===== src/flash_cmd_pkg.sv =====
package flash_cmd_pkg;

	// ----------------------------------------------------------------
	// Host operations
	// ----------------------------------------------------------------
	typedef enum logic [3:0] {
		OP_READ = 4'h0,
		OP_RESET = 4'h1,
		OP_ID_READ = 4'h2,
		OP_PROTECT_VERIFY = 4'h3,
		OP_PROGRAM = 4'h4,
		OP_BYPASS_ENTER = 4'h5,
		OP_BYPASS_PROGRAM = 4'h6,
		OP_BYPASS_RESET = 4'h7,
		OP_CHIP_ERASE = 4'h8,
		OP_SECTOR_ERASE = 4'h9,
		OP_SECTOR_ADD = 4'hA,
		OP_SUSPEND = 4'hB,
		OP_RESUME = 4'hC
	} op_t;

	// ----------------------------------------------------------------
	// Carriers
	// ----------------------------------------------------------------
	typedef struct packed {
		logic rd;
		logic [19:0] addr;
		logic [15:0] data;
	} cycle_t;

	typedef struct packed {
		op_t op;
		logic bm;
		logic [19:0] addr;
		logic [15:0] data;
	} cmd_t;

	// ----------------------------------------------------------------
	// Unlock addresses and command values
	// ----------------------------------------------------------------
	localparam logic [19:0] ADDR_U1_WORD = 20'h00555;
	localparam logic [19:0] ADDR_U2_WORD = 20'h002AA;
	localparam logic [19:0] ADDR_U1_BYTE = 20'h00AAA;
	localparam logic [19:0] ADDR_U2_BYTE = 20'h00555;
	localparam logic [11:0] PROT_OFS_WORD = 12'h002;
	localparam logic [12:0] PROT_OFS_BYTE = 13'h0004;
	localparam logic [15:0] CMD_UNLOCK1 = 16'h00AA;
	localparam logic [15:0] CMD_UNLOCK2 = 16'h0055;
	localparam logic [15:0] CMD_RESET = 16'h00F0;
	localparam logic [15:0] CMD_AUTOSEL = 16'h0090;
	localparam logic [15:0] CMD_PROGRAM = 16'h00A0;
	localparam logic [15:0] CMD_BYPASS = 16'h0020;
	localparam logic [15:0] CMD_BYP_RESET1 = 16'h0090;
	localparam logic [15:0] CMD_BYP_RESET2 = 16'h0000;
	localparam logic [15:0] CMD_ERASE_SETUP = 16'h0080;
	localparam logic [15:0] CMD_CHIP_ERASE = 16'h0010;
	localparam logic [15:0] CMD_SECTOR_ERASE = 16'h0030;
	localparam logic [15:0] CMD_SUSPEND = 16'h00B0;
	localparam logic [15:0] CMD_RESUME = 16'h0030;

	// ----------------------------------------------------------------
	// Timing
	// ----------------------------------------------------------------
	localparam int CLK_PERIOD_NS = 4;
	localparam int T_WP_NS = 30;
	localparam int T_ACC_NS = 70;
	localparam int T_REC_NS = 20;
	localparam int T_SUSPEND_NS = 20000;
	localparam int T_WINDOW_NS = 50000;
	localparam int SYNC_STAGES = 2;
	localparam int WP_CYC = (T_WP_NS + CLK_PERIOD_NS - 1) / CLK_PERIOD_NS;
	localparam int ACC_CYC = (T_ACC_NS + CLK_PERIOD_NS - 1) / CLK_PERIOD_NS + SYNC_STAGES;
	localparam int REC_CYC = (T_REC_NS + CLK_PERIOD_NS - 1) / CLK_PERIOD_NS;
	localparam int SUSPEND_CYC = (T_SUSPEND_NS + CLK_PERIOD_NS - 1) / CLK_PERIOD_NS;
	localparam int WINDOW_CYC = T_WINDOW_NS / CLK_PERIOD_NS;

endpackage


===== src/flash_command_decoder.sv =====
`timescale 1ns/1ps
// Summary of operation
// - Reset op writes F0 anywhere; ends autoselect, back to array reads.
// - Every command step is a write strobe except autoselect/array reads.
// - Program: three unlock/command writes then location and value.
// - Autoselect: unlock, unlock, 90, then read of the code offset.
// - Bypass entry is unlock, unlock, 20; required before bypass program.
// - Bypass program is A0 anywhere then location and value.
// - Bypass exit writes 90 then 00 anywhere; array reads follow.
// - Erase is six writes ending 555/10 chip or sector/30.
module flash_command_decoder #(
	parameter int SUSPEND_WAIT_CYC = flash_cmd_pkg::SUSPEND_CYC, // suspend settle cycles
	parameter int WINDOW_WAIT_CYC = flash_cmd_pkg::WINDOW_CYC // sector add window cycles
) (
	input wire logic clock_in, // 250 MHz clock
	input wire logic rst_n_in, // synchronous reset, active low
	input wire logic cmd_valid_in, // command request
	input wire flash_cmd_pkg::cmd_t cmd_in, // operation, mode, location, value
	output logic cmd_ready_out, // controller idle, request taken
	output logic done_out, // one-cycle completion pulse
	output logic error_out, // with done: command refused in this mode
	output logic [15:0] read_data_out, // data of the last read
	output logic [5:0] mode_out, // autosel, bypass, erasing, sector, suspended, window
	output logic [19:0] flash_addr_out, // flash address pins
	input wire logic [15:0] flash_dq_in, // flash data pins, input side
	output logic [15:0] flash_dq_out, // flash data pins, output side
	output logic flash_dq_oe_out, // high while the data pins are driven
	output logic flash_ce_n_out, // chip select, active low
	output logic flash_oe_n_out, // output enable, active low
	output logic flash_we_n_out, // write strobe, active low
	output logic flash_byte_n_out, // low selects byte mode
	output logic flash_reset_n_out, // flash hardware reset, active low
	input wire logic flash_ready_in // ready/busy pin, high when ready
);
	import flash_cmd_pkg::*;

	typedef enum logic [1:0] {
		M_IDLE = 2'b00,
		M_ISSUE = 2'b01,
		M_WAIT = 2'b10,
		M_SETTLE = 2'b11
	} main_state_t;

	main_state_t state_ff;
	cmd_t cmd_ff;
	logic [2:0] step_ff;
	logic [15:0] settle_ff;
	logic [15:0] window_ff;
	logic done_ff, err_ff, autosel_ff, bypass_ff, erasing_ff, sector_ff, suspended_ff;
	logic ready_meta_ff, ready_sync_ff, ready_prev_ff;
	logic bus_done, last_step, fin, accept, window_open;
	logic [15:0] bus_rdata;
	cycle_t cur_cycle;

	// ----------------------------------------------------------------
	// Sequence decoding
	// ----------------------------------------------------------------
	function automatic logic [2:0] seq_len(input op_t op);
		case (op)
			OP_ID_READ, OP_PROTECT_VERIFY, OP_PROGRAM: seq_len = 3'd4;
			OP_BYPASS_ENTER: seq_len = 3'd3;
			OP_BYPASS_PROGRAM, OP_BYPASS_RESET: seq_len = 3'd2;
			OP_CHIP_ERASE, OP_SECTOR_ERASE: seq_len = 3'd6;
			default: seq_len = 3'd1;
		endcase
	endfunction

	function automatic cycle_t cycle_at(input cmd_t c, input logic [2:0] idx);
		cycle_t r;
		logic [19:0] a1;
		logic [19:0] a2;
		logic erase;
		r = '{rd: 1'b0, addr: 20'h00000, data: 16'h0000};
		a1 = c.bm ? ADDR_U1_BYTE : ADDR_U1_WORD;
		a2 = c.bm ? ADDR_U2_BYTE : ADDR_U2_WORD;
		erase = (c.op == OP_CHIP_ERASE) || (c.op == OP_SECTOR_ERASE);
		if (seq_len(c.op) >= 3'd3 && (idx == 3'd0 || (erase && idx == 3'd3))) begin
			r.addr = a1;
			r.data = CMD_UNLOCK1;
		end else if (seq_len(c.op) >= 3'd3 && (idx == 3'd1 || (erase && idx == 3'd4))) begin
			r.addr = a2;
			r.data = CMD_UNLOCK2;
		end else if (seq_len(c.op) >= 3'd3 && idx == 3'd2) begin
			r.addr = a1;
			case (c.op)
				OP_PROGRAM: r.data = CMD_PROGRAM;
				OP_BYPASS_ENTER: r.data = CMD_BYPASS;
				OP_CHIP_ERASE, OP_SECTOR_ERASE: r.data = CMD_ERASE_SETUP;
				default: r.data = CMD_AUTOSEL;
			endcase
		end else begin
			case (c.op)
				OP_READ, OP_ID_READ: begin
					r.rd = 1'b1;
					r.addr = c.addr;
				end
				OP_PROTECT_VERIFY: begin
					r.rd = 1'b1;
					r.addr = c.bm ? {c.addr[19:13], PROT_OFS_BYTE} : {1'b0, c.addr[18:12], PROT_OFS_WORD};
				end
				OP_RESET: r.data = CMD_RESET;
				OP_PROGRAM: begin
					r.addr = c.addr;
					r.data = c.data;
				end
				OP_BYPASS_PROGRAM: begin
					r.addr = (idx == 3'd0) ? 20'h00000 : c.addr;
					r.data = (idx == 3'd0) ? CMD_PROGRAM : c.data;
				end
				OP_BYPASS_RESET: r.data = (idx == 3'd0) ? CMD_BYP_RESET1 : CMD_BYP_RESET2;
				OP_CHIP_ERASE: begin
					r.addr = a1;
					r.data = CMD_CHIP_ERASE;
				end
				OP_SECTOR_ERASE, OP_SECTOR_ADD: begin
					r.addr = c.addr;
					r.data = CMD_SECTOR_ERASE;
				end
				OP_SUSPEND: r.data = CMD_SUSPEND;
				default: r.data = CMD_RESUME;
			endcase
		end
		return r;
	endfunction

	function automatic logic legal(input op_t op, input logic [5:0] m);
		// Mode vector order: autosel, bypass, erasing, sector, suspended, window.
		if (m[4]) begin
			legal = (op == OP_READ) || (op == OP_BYPASS_PROGRAM) || (op == OP_BYPASS_RESET);
		end else if (m[3] && !m[1]) begin
			legal = (op == OP_READ) || (op == OP_RESET) || (op == OP_SUSPEND && m[2])
				|| (op == OP_SECTOR_ADD && m[0]);
		end else if (m[5]) begin
			legal = (op == OP_READ) || (op == OP_RESET) || (op == OP_ID_READ)
				|| (op == OP_PROTECT_VERIFY);
		end else if (m[1]) begin
			legal = (op == OP_READ) || (op == OP_PROGRAM) || (op == OP_ID_READ)
				|| (op == OP_PROTECT_VERIFY) || (op == OP_RESET) || (op == OP_RESUME);
		end else begin
			legal = !(op inside {OP_BYPASS_PROGRAM, OP_BYPASS_RESET, OP_SUSPEND,
				OP_RESUME, OP_SECTOR_ADD});
		end
	endfunction

	assign window_open = (window_ff != 16'h0000);
	assign mode_out = {autosel_ff, bypass_ff, erasing_ff, sector_ff, suspended_ff, window_open};
	assign cmd_ready_out = (state_ff == M_IDLE);
	assign accept = cmd_valid_in && cmd_ready_out && legal(cmd_in.op, mode_out);
	assign cur_cycle = cycle_at(cmd_ff, step_ff);
	assign last_step = (step_ff == seq_len(cmd_ff.op) - 3'd1);
	assign fin = (state_ff == M_WAIT && bus_done && last_step && cmd_ff.op != OP_SUSPEND)
		|| (state_ff == M_SETTLE && settle_ff == 16'h0000);
	assign done_out = done_ff;
	assign error_out = err_ff;

	// ----------------------------------------------------------------
	// Sequencer
	// ----------------------------------------------------------------
	always_ff @(posedge clock_in) begin
		done_ff <= 1'b0;
		err_ff <= 1'b0;
		if (!rst_n_in) begin
			state_ff <= M_IDLE;
			cmd_ff <= '0;
			step_ff <= 3'd0;
			settle_ff <= 16'h0000;
			read_data_out <= 16'h0000;
		end else begin
			case (state_ff)
				M_IDLE: begin
					if (cmd_valid_in && !accept) begin
						done_ff <= 1'b1;
						err_ff <= 1'b1;
					end else if (accept) begin
						cmd_ff <= cmd_in;
						// Already in autoselect: only the code read is needed.
						step_ff <= (autosel_ff && (cmd_in.op == OP_ID_READ
							|| cmd_in.op == OP_PROTECT_VERIFY)) ? 3'd3 : 3'd0;
						state_ff <= M_ISSUE;
					end
				end
				M_ISSUE: state_ff <= M_WAIT;
				M_WAIT: begin
					if (bus_done) begin
						if (!last_step) begin
							step_ff <= step_ff + 3'd1;
							state_ff <= M_ISSUE;
						end else if (cmd_ff.op == OP_SUSPEND) begin
							settle_ff <= 16'(SUSPEND_WAIT_CYC - 1);
							state_ff <= M_SETTLE;
						end else begin
							if (cur_cycle.rd) begin
								read_data_out <= bus_rdata;
							end
							done_ff <= 1'b1;
							state_ff <= M_IDLE;
						end
					end
				end
				M_SETTLE: begin
					if (settle_ff == 16'h0000) begin
						done_ff <= 1'b1;
						state_ff <= M_IDLE;
					end else begin
						settle_ff <= settle_ff - 16'h0001;
					end
				end
				default: state_ff <= M_IDLE;
			endcase
		end
	end

	// ----------------------------------------------------------------
	// Device mode tracking
	// ----------------------------------------------------------------
	always_ff @(posedge clock_in) begin
		ready_meta_ff <= flash_ready_in;
		ready_sync_ff <= ready_meta_ff;
		ready_prev_ff <= ready_sync_ff;
	end

	// A completed command is applied after the end-of-erase check, so a
	// new erase finishing in the same cycle as a ready edge is kept.
	always_ff @(posedge clock_in) begin
		if (!rst_n_in) begin
			autosel_ff <= 1'b0;
			bypass_ff <= 1'b0;
			erasing_ff <= 1'b0;
			sector_ff <= 1'b0;
			suspended_ff <= 1'b0;
			window_ff <= 16'h0000;
			flash_reset_n_out <= 1'b0;
			flash_byte_n_out <= 1'b1;
		end else begin
			flash_reset_n_out <= 1'b1;
			flash_byte_n_out <= !cmd_ff.bm;
			if (window_open) begin
				window_ff <= window_ff - 16'h0001;
			end
			if (erasing_ff && !suspended_ff && !window_open && ready_sync_ff && !ready_prev_ff) begin
				erasing_ff <= 1'b0;
				sector_ff <= 1'b0;
			end
			if (fin) begin
				case (cmd_ff.op)
					OP_RESET: begin
						autosel_ff <= 1'b0;
						if (!suspended_ff) begin
							erasing_ff <= 1'b0;
							sector_ff <= 1'b0;
						end
					end
					OP_ID_READ, OP_PROTECT_VERIFY: autosel_ff <= 1'b1;
					OP_BYPASS_ENTER: bypass_ff <= 1'b1;
					OP_BYPASS_RESET: bypass_ff <= 1'b0;
					OP_CHIP_ERASE: begin
						erasing_ff <= 1'b1;
						sector_ff <= 1'b0;
					end
					OP_SECTOR_ERASE, OP_SECTOR_ADD: begin
						erasing_ff <= 1'b1;
						sector_ff <= 1'b1;
						window_ff <= 16'(WINDOW_WAIT_CYC - 1);
					end
					OP_SUSPEND: begin
						suspended_ff <= 1'b1;
						window_ff <= 16'h0000;
					end
					OP_RESUME: suspended_ff <= 1'b0;
					default: ;
				endcase
			end
		end
	end

	flash_bus_cycle u_flash_bus_cycle (
		.clock_in(clock_in),
		.rst_n_in(rst_n_in),
		.start_in(state_ff == M_ISSUE),
		.cyc_in(cur_cycle),
		.done_out(bus_done),
		.rdata_out(bus_rdata),
		.flash_addr_out(flash_addr_out),
		.flash_dq_in(flash_dq_in),
		.flash_dq_out(flash_dq_out),
		.flash_dq_oe_out(flash_dq_oe_out),
		.flash_ce_n_out(flash_ce_n_out),
		.flash_oe_n_out(flash_oe_n_out),
		.flash_we_n_out(flash_we_n_out)
	);
endmodule


===== src/flash_bus_cycle.sv =====
`timescale 1ns/1ps
module flash_bus_cycle (
	input wire logic clock_in, // 250 MHz clock
	input wire logic rst_n_in, // synchronous reset, active low
	input wire logic start_in, // one-cycle start of a bus cycle
	input wire flash_cmd_pkg::cycle_t cyc_in, // cycle kind, address, data
	output logic done_out, // one-cycle end of the bus cycle
	output logic [15:0] rdata_out, // data captured by a read cycle
	output logic [19:0] flash_addr_out, // flash address pins
	input wire logic [15:0] flash_dq_in, // flash data pins, input side
	output logic [15:0] flash_dq_out, // flash data pins, output side
	output logic flash_dq_oe_out, // high while the data pins are driven
	output logic flash_ce_n_out, // chip select, active low
	output logic flash_oe_n_out, // output enable, active low
	output logic flash_we_n_out // write strobe, active low
);
	import flash_cmd_pkg::*;

	typedef enum logic [2:0] {
		B_IDLE = 3'b000,
		B_SETUP = 3'b001,
		B_PULSE = 3'b010,
		B_HOLD = 3'b011,
		B_READ = 3'b100,
		B_RECOVER = 3'b101
	} bus_state_t;

	bus_state_t state_ff;
	logic [7:0] cnt_ff;
	logic [15:0] dq_meta_ff;
	logic [15:0] dq_sync_ff;
	logic done_ff;

	// ----------------------------------------------------------------
	// Data pin synchroniser
	// ----------------------------------------------------------------
	always_ff @(posedge clock_in) begin
		dq_meta_ff <= flash_dq_in;
		dq_sync_ff <= dq_meta_ff;
	end

	// ----------------------------------------------------------------
	// Cycle sequencer
	// ----------------------------------------------------------------
	// Address and data are set a full cycle before the strobe falls and
	// data is held a cycle after it rises, so both latch edges see them.
	always_ff @(posedge clock_in) begin
		done_ff <= 1'b0;
		if (!rst_n_in) begin
			state_ff <= B_IDLE;
			cnt_ff <= 8'h00;
			rdata_out <= 16'h0000;
			flash_addr_out <= 20'h00000;
			flash_dq_out <= 16'h0000;
			flash_dq_oe_out <= 1'b0;
			flash_ce_n_out <= 1'b1;
			flash_oe_n_out <= 1'b1;
			flash_we_n_out <= 1'b1;
		end else begin
			case (state_ff)
				B_IDLE: begin
					if (start_in) begin
						flash_addr_out <= cyc_in.addr;
						flash_ce_n_out <= 1'b0;
						if (cyc_in.rd) begin
							flash_oe_n_out <= 1'b0;
							cnt_ff <= 8'(ACC_CYC - 1);
							state_ff <= B_READ;
						end else begin
							flash_dq_out <= cyc_in.data;
							flash_dq_oe_out <= 1'b1;
							state_ff <= B_SETUP;
						end
					end
				end
				B_SETUP: begin
					flash_we_n_out <= 1'b0;
					cnt_ff <= 8'(WP_CYC - 1);
					state_ff <= B_PULSE;
				end
				B_PULSE: begin
					if (cnt_ff == 8'h00) begin
						flash_we_n_out <= 1'b1;
						state_ff <= B_HOLD;
					end else begin
						cnt_ff <= cnt_ff - 8'h01;
					end
				end
				B_HOLD: begin
					flash_dq_oe_out <= 1'b0;
					flash_ce_n_out <= 1'b1;
					cnt_ff <= 8'(REC_CYC - 1);
					state_ff <= B_RECOVER;
				end
				B_READ: begin
					if (cnt_ff == 8'h00) begin
						rdata_out <= dq_sync_ff;
						flash_oe_n_out <= 1'b1;
						flash_ce_n_out <= 1'b1;
						cnt_ff <= 8'(REC_CYC - 1);
						state_ff <= B_RECOVER;
					end else begin
						cnt_ff <= cnt_ff - 8'h01;
					end
				end
				B_RECOVER: begin
					if (cnt_ff == 8'h00) begin
						done_ff <= 1'b1;
						state_ff <= B_IDLE;
					end else begin
						cnt_ff <= cnt_ff - 8'h01;
					end
				end
				default: begin
					state_ff <= B_IDLE;
				end
			endcase
		end
	end

	assign done_out = done_ff;
endmodule


===== config.mk =====
export PLATFORM = sky130hd
export DESIGN_NAME = flash_command_decoder
export DESIGN_NICKNAME = d
export VERILOG_FILES = /design/src/flash_cmd_pkg.sv /design/src/flash_command_decoder.sv /design/src/flash_bus_cycle.sv
export SDC_FILE = /design/constraint.sdc
export NUM_CORES = 1
export LEC_CHECK = 0
export BUFFER_PORTS_ARGS = -buffer_cell sky130_fd_sc_hd__buf_2
export CORE_UTILIZATION = 40
export CTS_CLUSTER_SIZE = 8
export DETAILED_ROUTE_END_ITERATION = 10
export PLACE_DENSITY = 0.66
export SLEW_MARGIN = 20
export SYNTH_ARGS = -nofsm -noshare
export SYNTH_HDL_FRONTEND = slang
export SYNTH_HIERARCHICAL = 1
export SYNTH_SLANG_ARGS = --single-unit
export TNS_END_PERCENT = 30

===== constraint.sdc =====
create_clock -name clock_in -period 2.7 [get_ports clock_in]
set_input_delay 0.54 -clock clock_in [delete_from_list [all_inputs] [get_ports clock_in]]
set_output_delay 0.54 -clock clock_in [all_outputs]
set_load 0.02 [all_outputs]

==> impl_metrics.tcl <==
set metrics [dict create \
    setup.worst_path.class "flop to output pin" \
    grt_max_degree 127 \
    synth_xor_area_share_pct 2.75 \
    worstReg2RegEnd "window_ff[1]$_SDFF_PN0_" \
    fill_cells 2156 \
    reg2reg_from "settle_ff[11]$_SDFFE_PN0P_" \
    critPathLaunchType "flop" \
    fmax_mhz 394 \
    finalCritPeriodShare_pct 94.0 \
    p_per_area_nw_per_um2 810 \
    drive_gt1_share_pct 18.3 \
    grt_pass1_wl_microns 36700 \
    antennaDiodeCount 0 \
    leakagePower_uw 0.00447 \
    drt_first_iter_violations 491 \
    synth_cell_types 74 \
    cts.path.max_buffers 3 \
    post_drt_wl_per_cell_microns 14.8 \
    synth_mux_area_share_pct 1.76 \
    fin_util_pct 49.5 \
    htree_levels 1 \
    die_x_microns 153 \
    critPathArrivalTime_ns 2.00 \
    skew_ns 0.0225 \
    core.rowCount 54 \
    drv_cap 0 \
    critPathRequiredTime_ns 2.16 \
    outcome "finished, final reports clean" \
    io_pins 128 \
    hp-class "input port to flop" \
    synth-simple-area-share_pct 24.4 \
    min_to "u_flash_bus_cycle/dq_meta_ff[2]$_DFF_P_" \
    antenna_found_initial 0 \
    cts_tree "built" \
    min-delay-start "flash_dq_in[2]" \
    postRouteAntennaNets 0 \
    routed_wl_microns 22000 \
    syn-cell-area_sq_um 9110 \
    yosys_register_bits 209 \
    relSlewSlack_pct 59.0 \
    synth-seq-area-share_pct 45.9 \
    synth_edf_count 0 \
    async_flop_share_pct 0 \
    insertion_delay_ns 0.56 \
    grt-ovfl-total 0 \
    rrSetupSlack_ns 0.26 \
    grt_pass1_vias 7261 \
    drv_slew 0 \
    synth_fa_ha_area_share_pct 1.51 \
    yosysWarnings 6 \
    numCtsBuffers 30 \
    vias 7850 \
    reg2reg_depth 6 \
    finalSetupViolCount 0 \
    final.min_clock_period_ns 2.54 \
    firstDrtPassIters 5 \
    route.detailed.drc 0 \
    synth-main-ff-cell "dfxtp_1" \
    synthesis.nets 1154 \
    track_usage_pct 18.9 \
    yosys.area.top_type "dfxtp_1" \
    cts_root_buf "clkbuf_16" \
    routed_via_density 5.29 \
    hpwl_microns 14900 \
    clk_pin_slew_ns 0.05 \
    port_buffers 127 \
    path_buf_inv 2 \
    ir_drop_v 0.000586 \
    synth_compound_area_share_pct 18.8 \
    path_delay_family "simple AND/OR/NAND/NOR gates" \
    holdPathStages 1 \
    slowest_delay_ns 0.40 \
    area_growth_pct 19.9 \
    worstPathCellList "nor4_2 > nand4_1 > nor2_1 > inv_1 > buf_2" \
    cp_slowest_cell "nor4_2" \
    tightest_slew_ns 0.614 \
    initial_utilization_pct 41.2 \
    synth.top_cells.by_area "dfxtp_1 (46%), nand2_1 (6.8%), o21ai_0 (5.7%)" \
    die_h_microns 153 \
    synth_top_family_by_area "simple AND/OR/NAND/NOR gates" \
    nNetsFinal 1275 \
    postSynthAreaPerCell_sq_um 8.42 \
    whs_ns 0.0859 \
    core_sq_um 22100 \
    holdBufCountCts 0 \
    synth_top_cell_area_share_pct 45.9 \
    syn_inst 1082 \
    gp_congestion 0.852 \
    critPathCaptureType "output pin" \
    cts_sinks 209 \
    cp_max_fo 5 \
    finalHoldViolCount 0 \
    die-area_sq_um 23400 \
]
[cell type report]
cell class	instances	area [sq um]	area share, %
multi-input cells	774	4520	41.4
flip-flops and latches	209	4190	38.3
repair buffers	165	990	9.06
clock buffers	31	754	6.90
well taps	280	350	3.21
inverters	23	86.3	0.790
clock inverters	2	38.8	0.355
[cell usage after synthesis (all sizes together), types with 9 or more instances]
master  number
nor3        23
and2        18
inv         22
mux2i       16
dfxtp      209
or3         11
nor2b       28
buf         27
nor4        15
nor2        57
a21oi       53
xnor2       18
clkbuf      49
ha          11
nand2      165
and3        11
o21ai      106
a21boi      39
nand3       74
nand2b       9
[timing repair]
action / 4_1_cts / 5_1_grt
gates resized for setup: 0 / 5
hold endpoints to repair: 0 / 0
setup endpoints to repair: 0 / 14
setup buffers: 0 / 0
[how the worst max path moves through the flow]
stage	slack [ns]	endpoint	cells past startpoint	from
after detailed placement	0.27	u_flash_bus_cycle/cnt_ff[5]$_SDFFE_PN0P_	11	step_ff[0]$_SDFFE_PN0P_
final	0.16	mode_out[0]	5	window_ff[7]$_SDFF_PN0_
after floorplan	0.008	u_flash_bus_cycle/cnt_ff[5]$_SDFFE_PN0P_	10	flop
after CTS	0.09	mode_out[0]	5	window_ff[2]$_SDFF_PN0_
after global placement	0.32	sector_ff$_SDFF_PN0_	6	settle_ff[11]$_SDFFE_PN0P_
after global routing	-0.03	mode_out[0]	5	window_ff[7]$_SDFF_PN0_
[sequential cells by signal (all words and copies together) (netlist names), 2 cells and up, named ones only]
| register | flops |
|---|---|
| u_flash_bus_cycle/state_ff | 3 |
| u_flash_bus_cycle/rdata_out | 16 |
| settle_ff | 16 |
| u_flash_bus_cycle/dq_sync_ff | 16 |
| cmd_ff | 41 |
| step_ff | 3 |
| u_flash_bus_cycle/flash_addr_out | 20 |
| state_ff | 2 |
| read_data_out | 16 |
| u_flash_bus_cycle/cnt_ff | 8 |
| u_flash_bus_cycle/flash_dq_out | 16 |
| window_ff | 16 |
| u_flash_bus_cycle/dq_meta_ff | 16 |
[cells in the final DEF, fill, tap and decap left out, types with 4 or more instances in the layout]
cell type | netlist | layout
dfxtp_1 | 209 | 208
nand2_1 | 164 | 164
buf_2 | 14 | 126
o21ai_0 | 103 | 102
nand3_1 | 74 | 74
nor2_1 | 56 | 56
a21oi_1 | 53 | 53
a21boi_0 | 39 | 39
buf_4 | 8 | 33
clkbuf_16 | 0 | 30
nor2b_1 | 28 | 28
inv_1 | 22 | 22
nor3_1 | 23 | 22
and2_1 | 18 | 18
xnor2_1 | 18 | 18
mux2i_1 | 16 | 16
nor4_1 | 12 | 11
ha_1 | 11 | 11
and3_1 | 10 | 10
or3_1 | 10 | 10
nand2b_1 | 9 | 9
o211ai_1 | 8 | 8
a31oi_1 | 8 | 8
xor2_1 | 8 | 8
a211oi_1 | 7 | 7
o31ai_1 | 7 | 7
nand4_1 | 7 | 7
or4_1 | 6 | 6
a211o_1 | 5 | 5
buf_12 | 0 | 5
nand3b_1 | 4 | 4
[stage by stage]
stage	setup WS, ns	instance area [sq um]	TNS, ns	instances	power, uW
final	0.163	10900	0	1484	8850
after global routing	-0.0278	10900	-0.0278	1484	9370
after CTS	0.0850	10900	0	1484	8900
after detailed placement	0.267	10100	0	1451	5650
after global placement	0.321	10100	0	1451	5610
after floorplan	0.00791	9110	0	1082	5070
[worst reg2reg max path, stage by stage, from the launching register on]
cell and delay, ns:
dfxtp_1 0.33, or4_1 0.54, or3_4 0.42, o22ai_4 0.21, nand2_2 0.11, or4_1 0.62
o21ai_0 0.12
[kinds of logic after synthesis]
group                      after synthesis
AOI/OAI and AO/OA                      273
xor gates and xnor gates                27
adders and majority gates               11
buffers and inverters                   99
DFF                                    209
muxes                                   16
and+or+nand+nor                        447
[routing by layer]
metal	share of wire, %	track usage [%]
met1	46	25.5
met2	45	30.8
met3	5.5	3.26
met4	2.6	5.72
met5	0	0
[power by group]
part           switching (uW)  total (uW)  internal [uW]
Sequential                250        3590           3340
Clock                    1270        3220           1950
Combinational            1190        2040            853
Note: power is estimated with default switching activity, not from simulation.
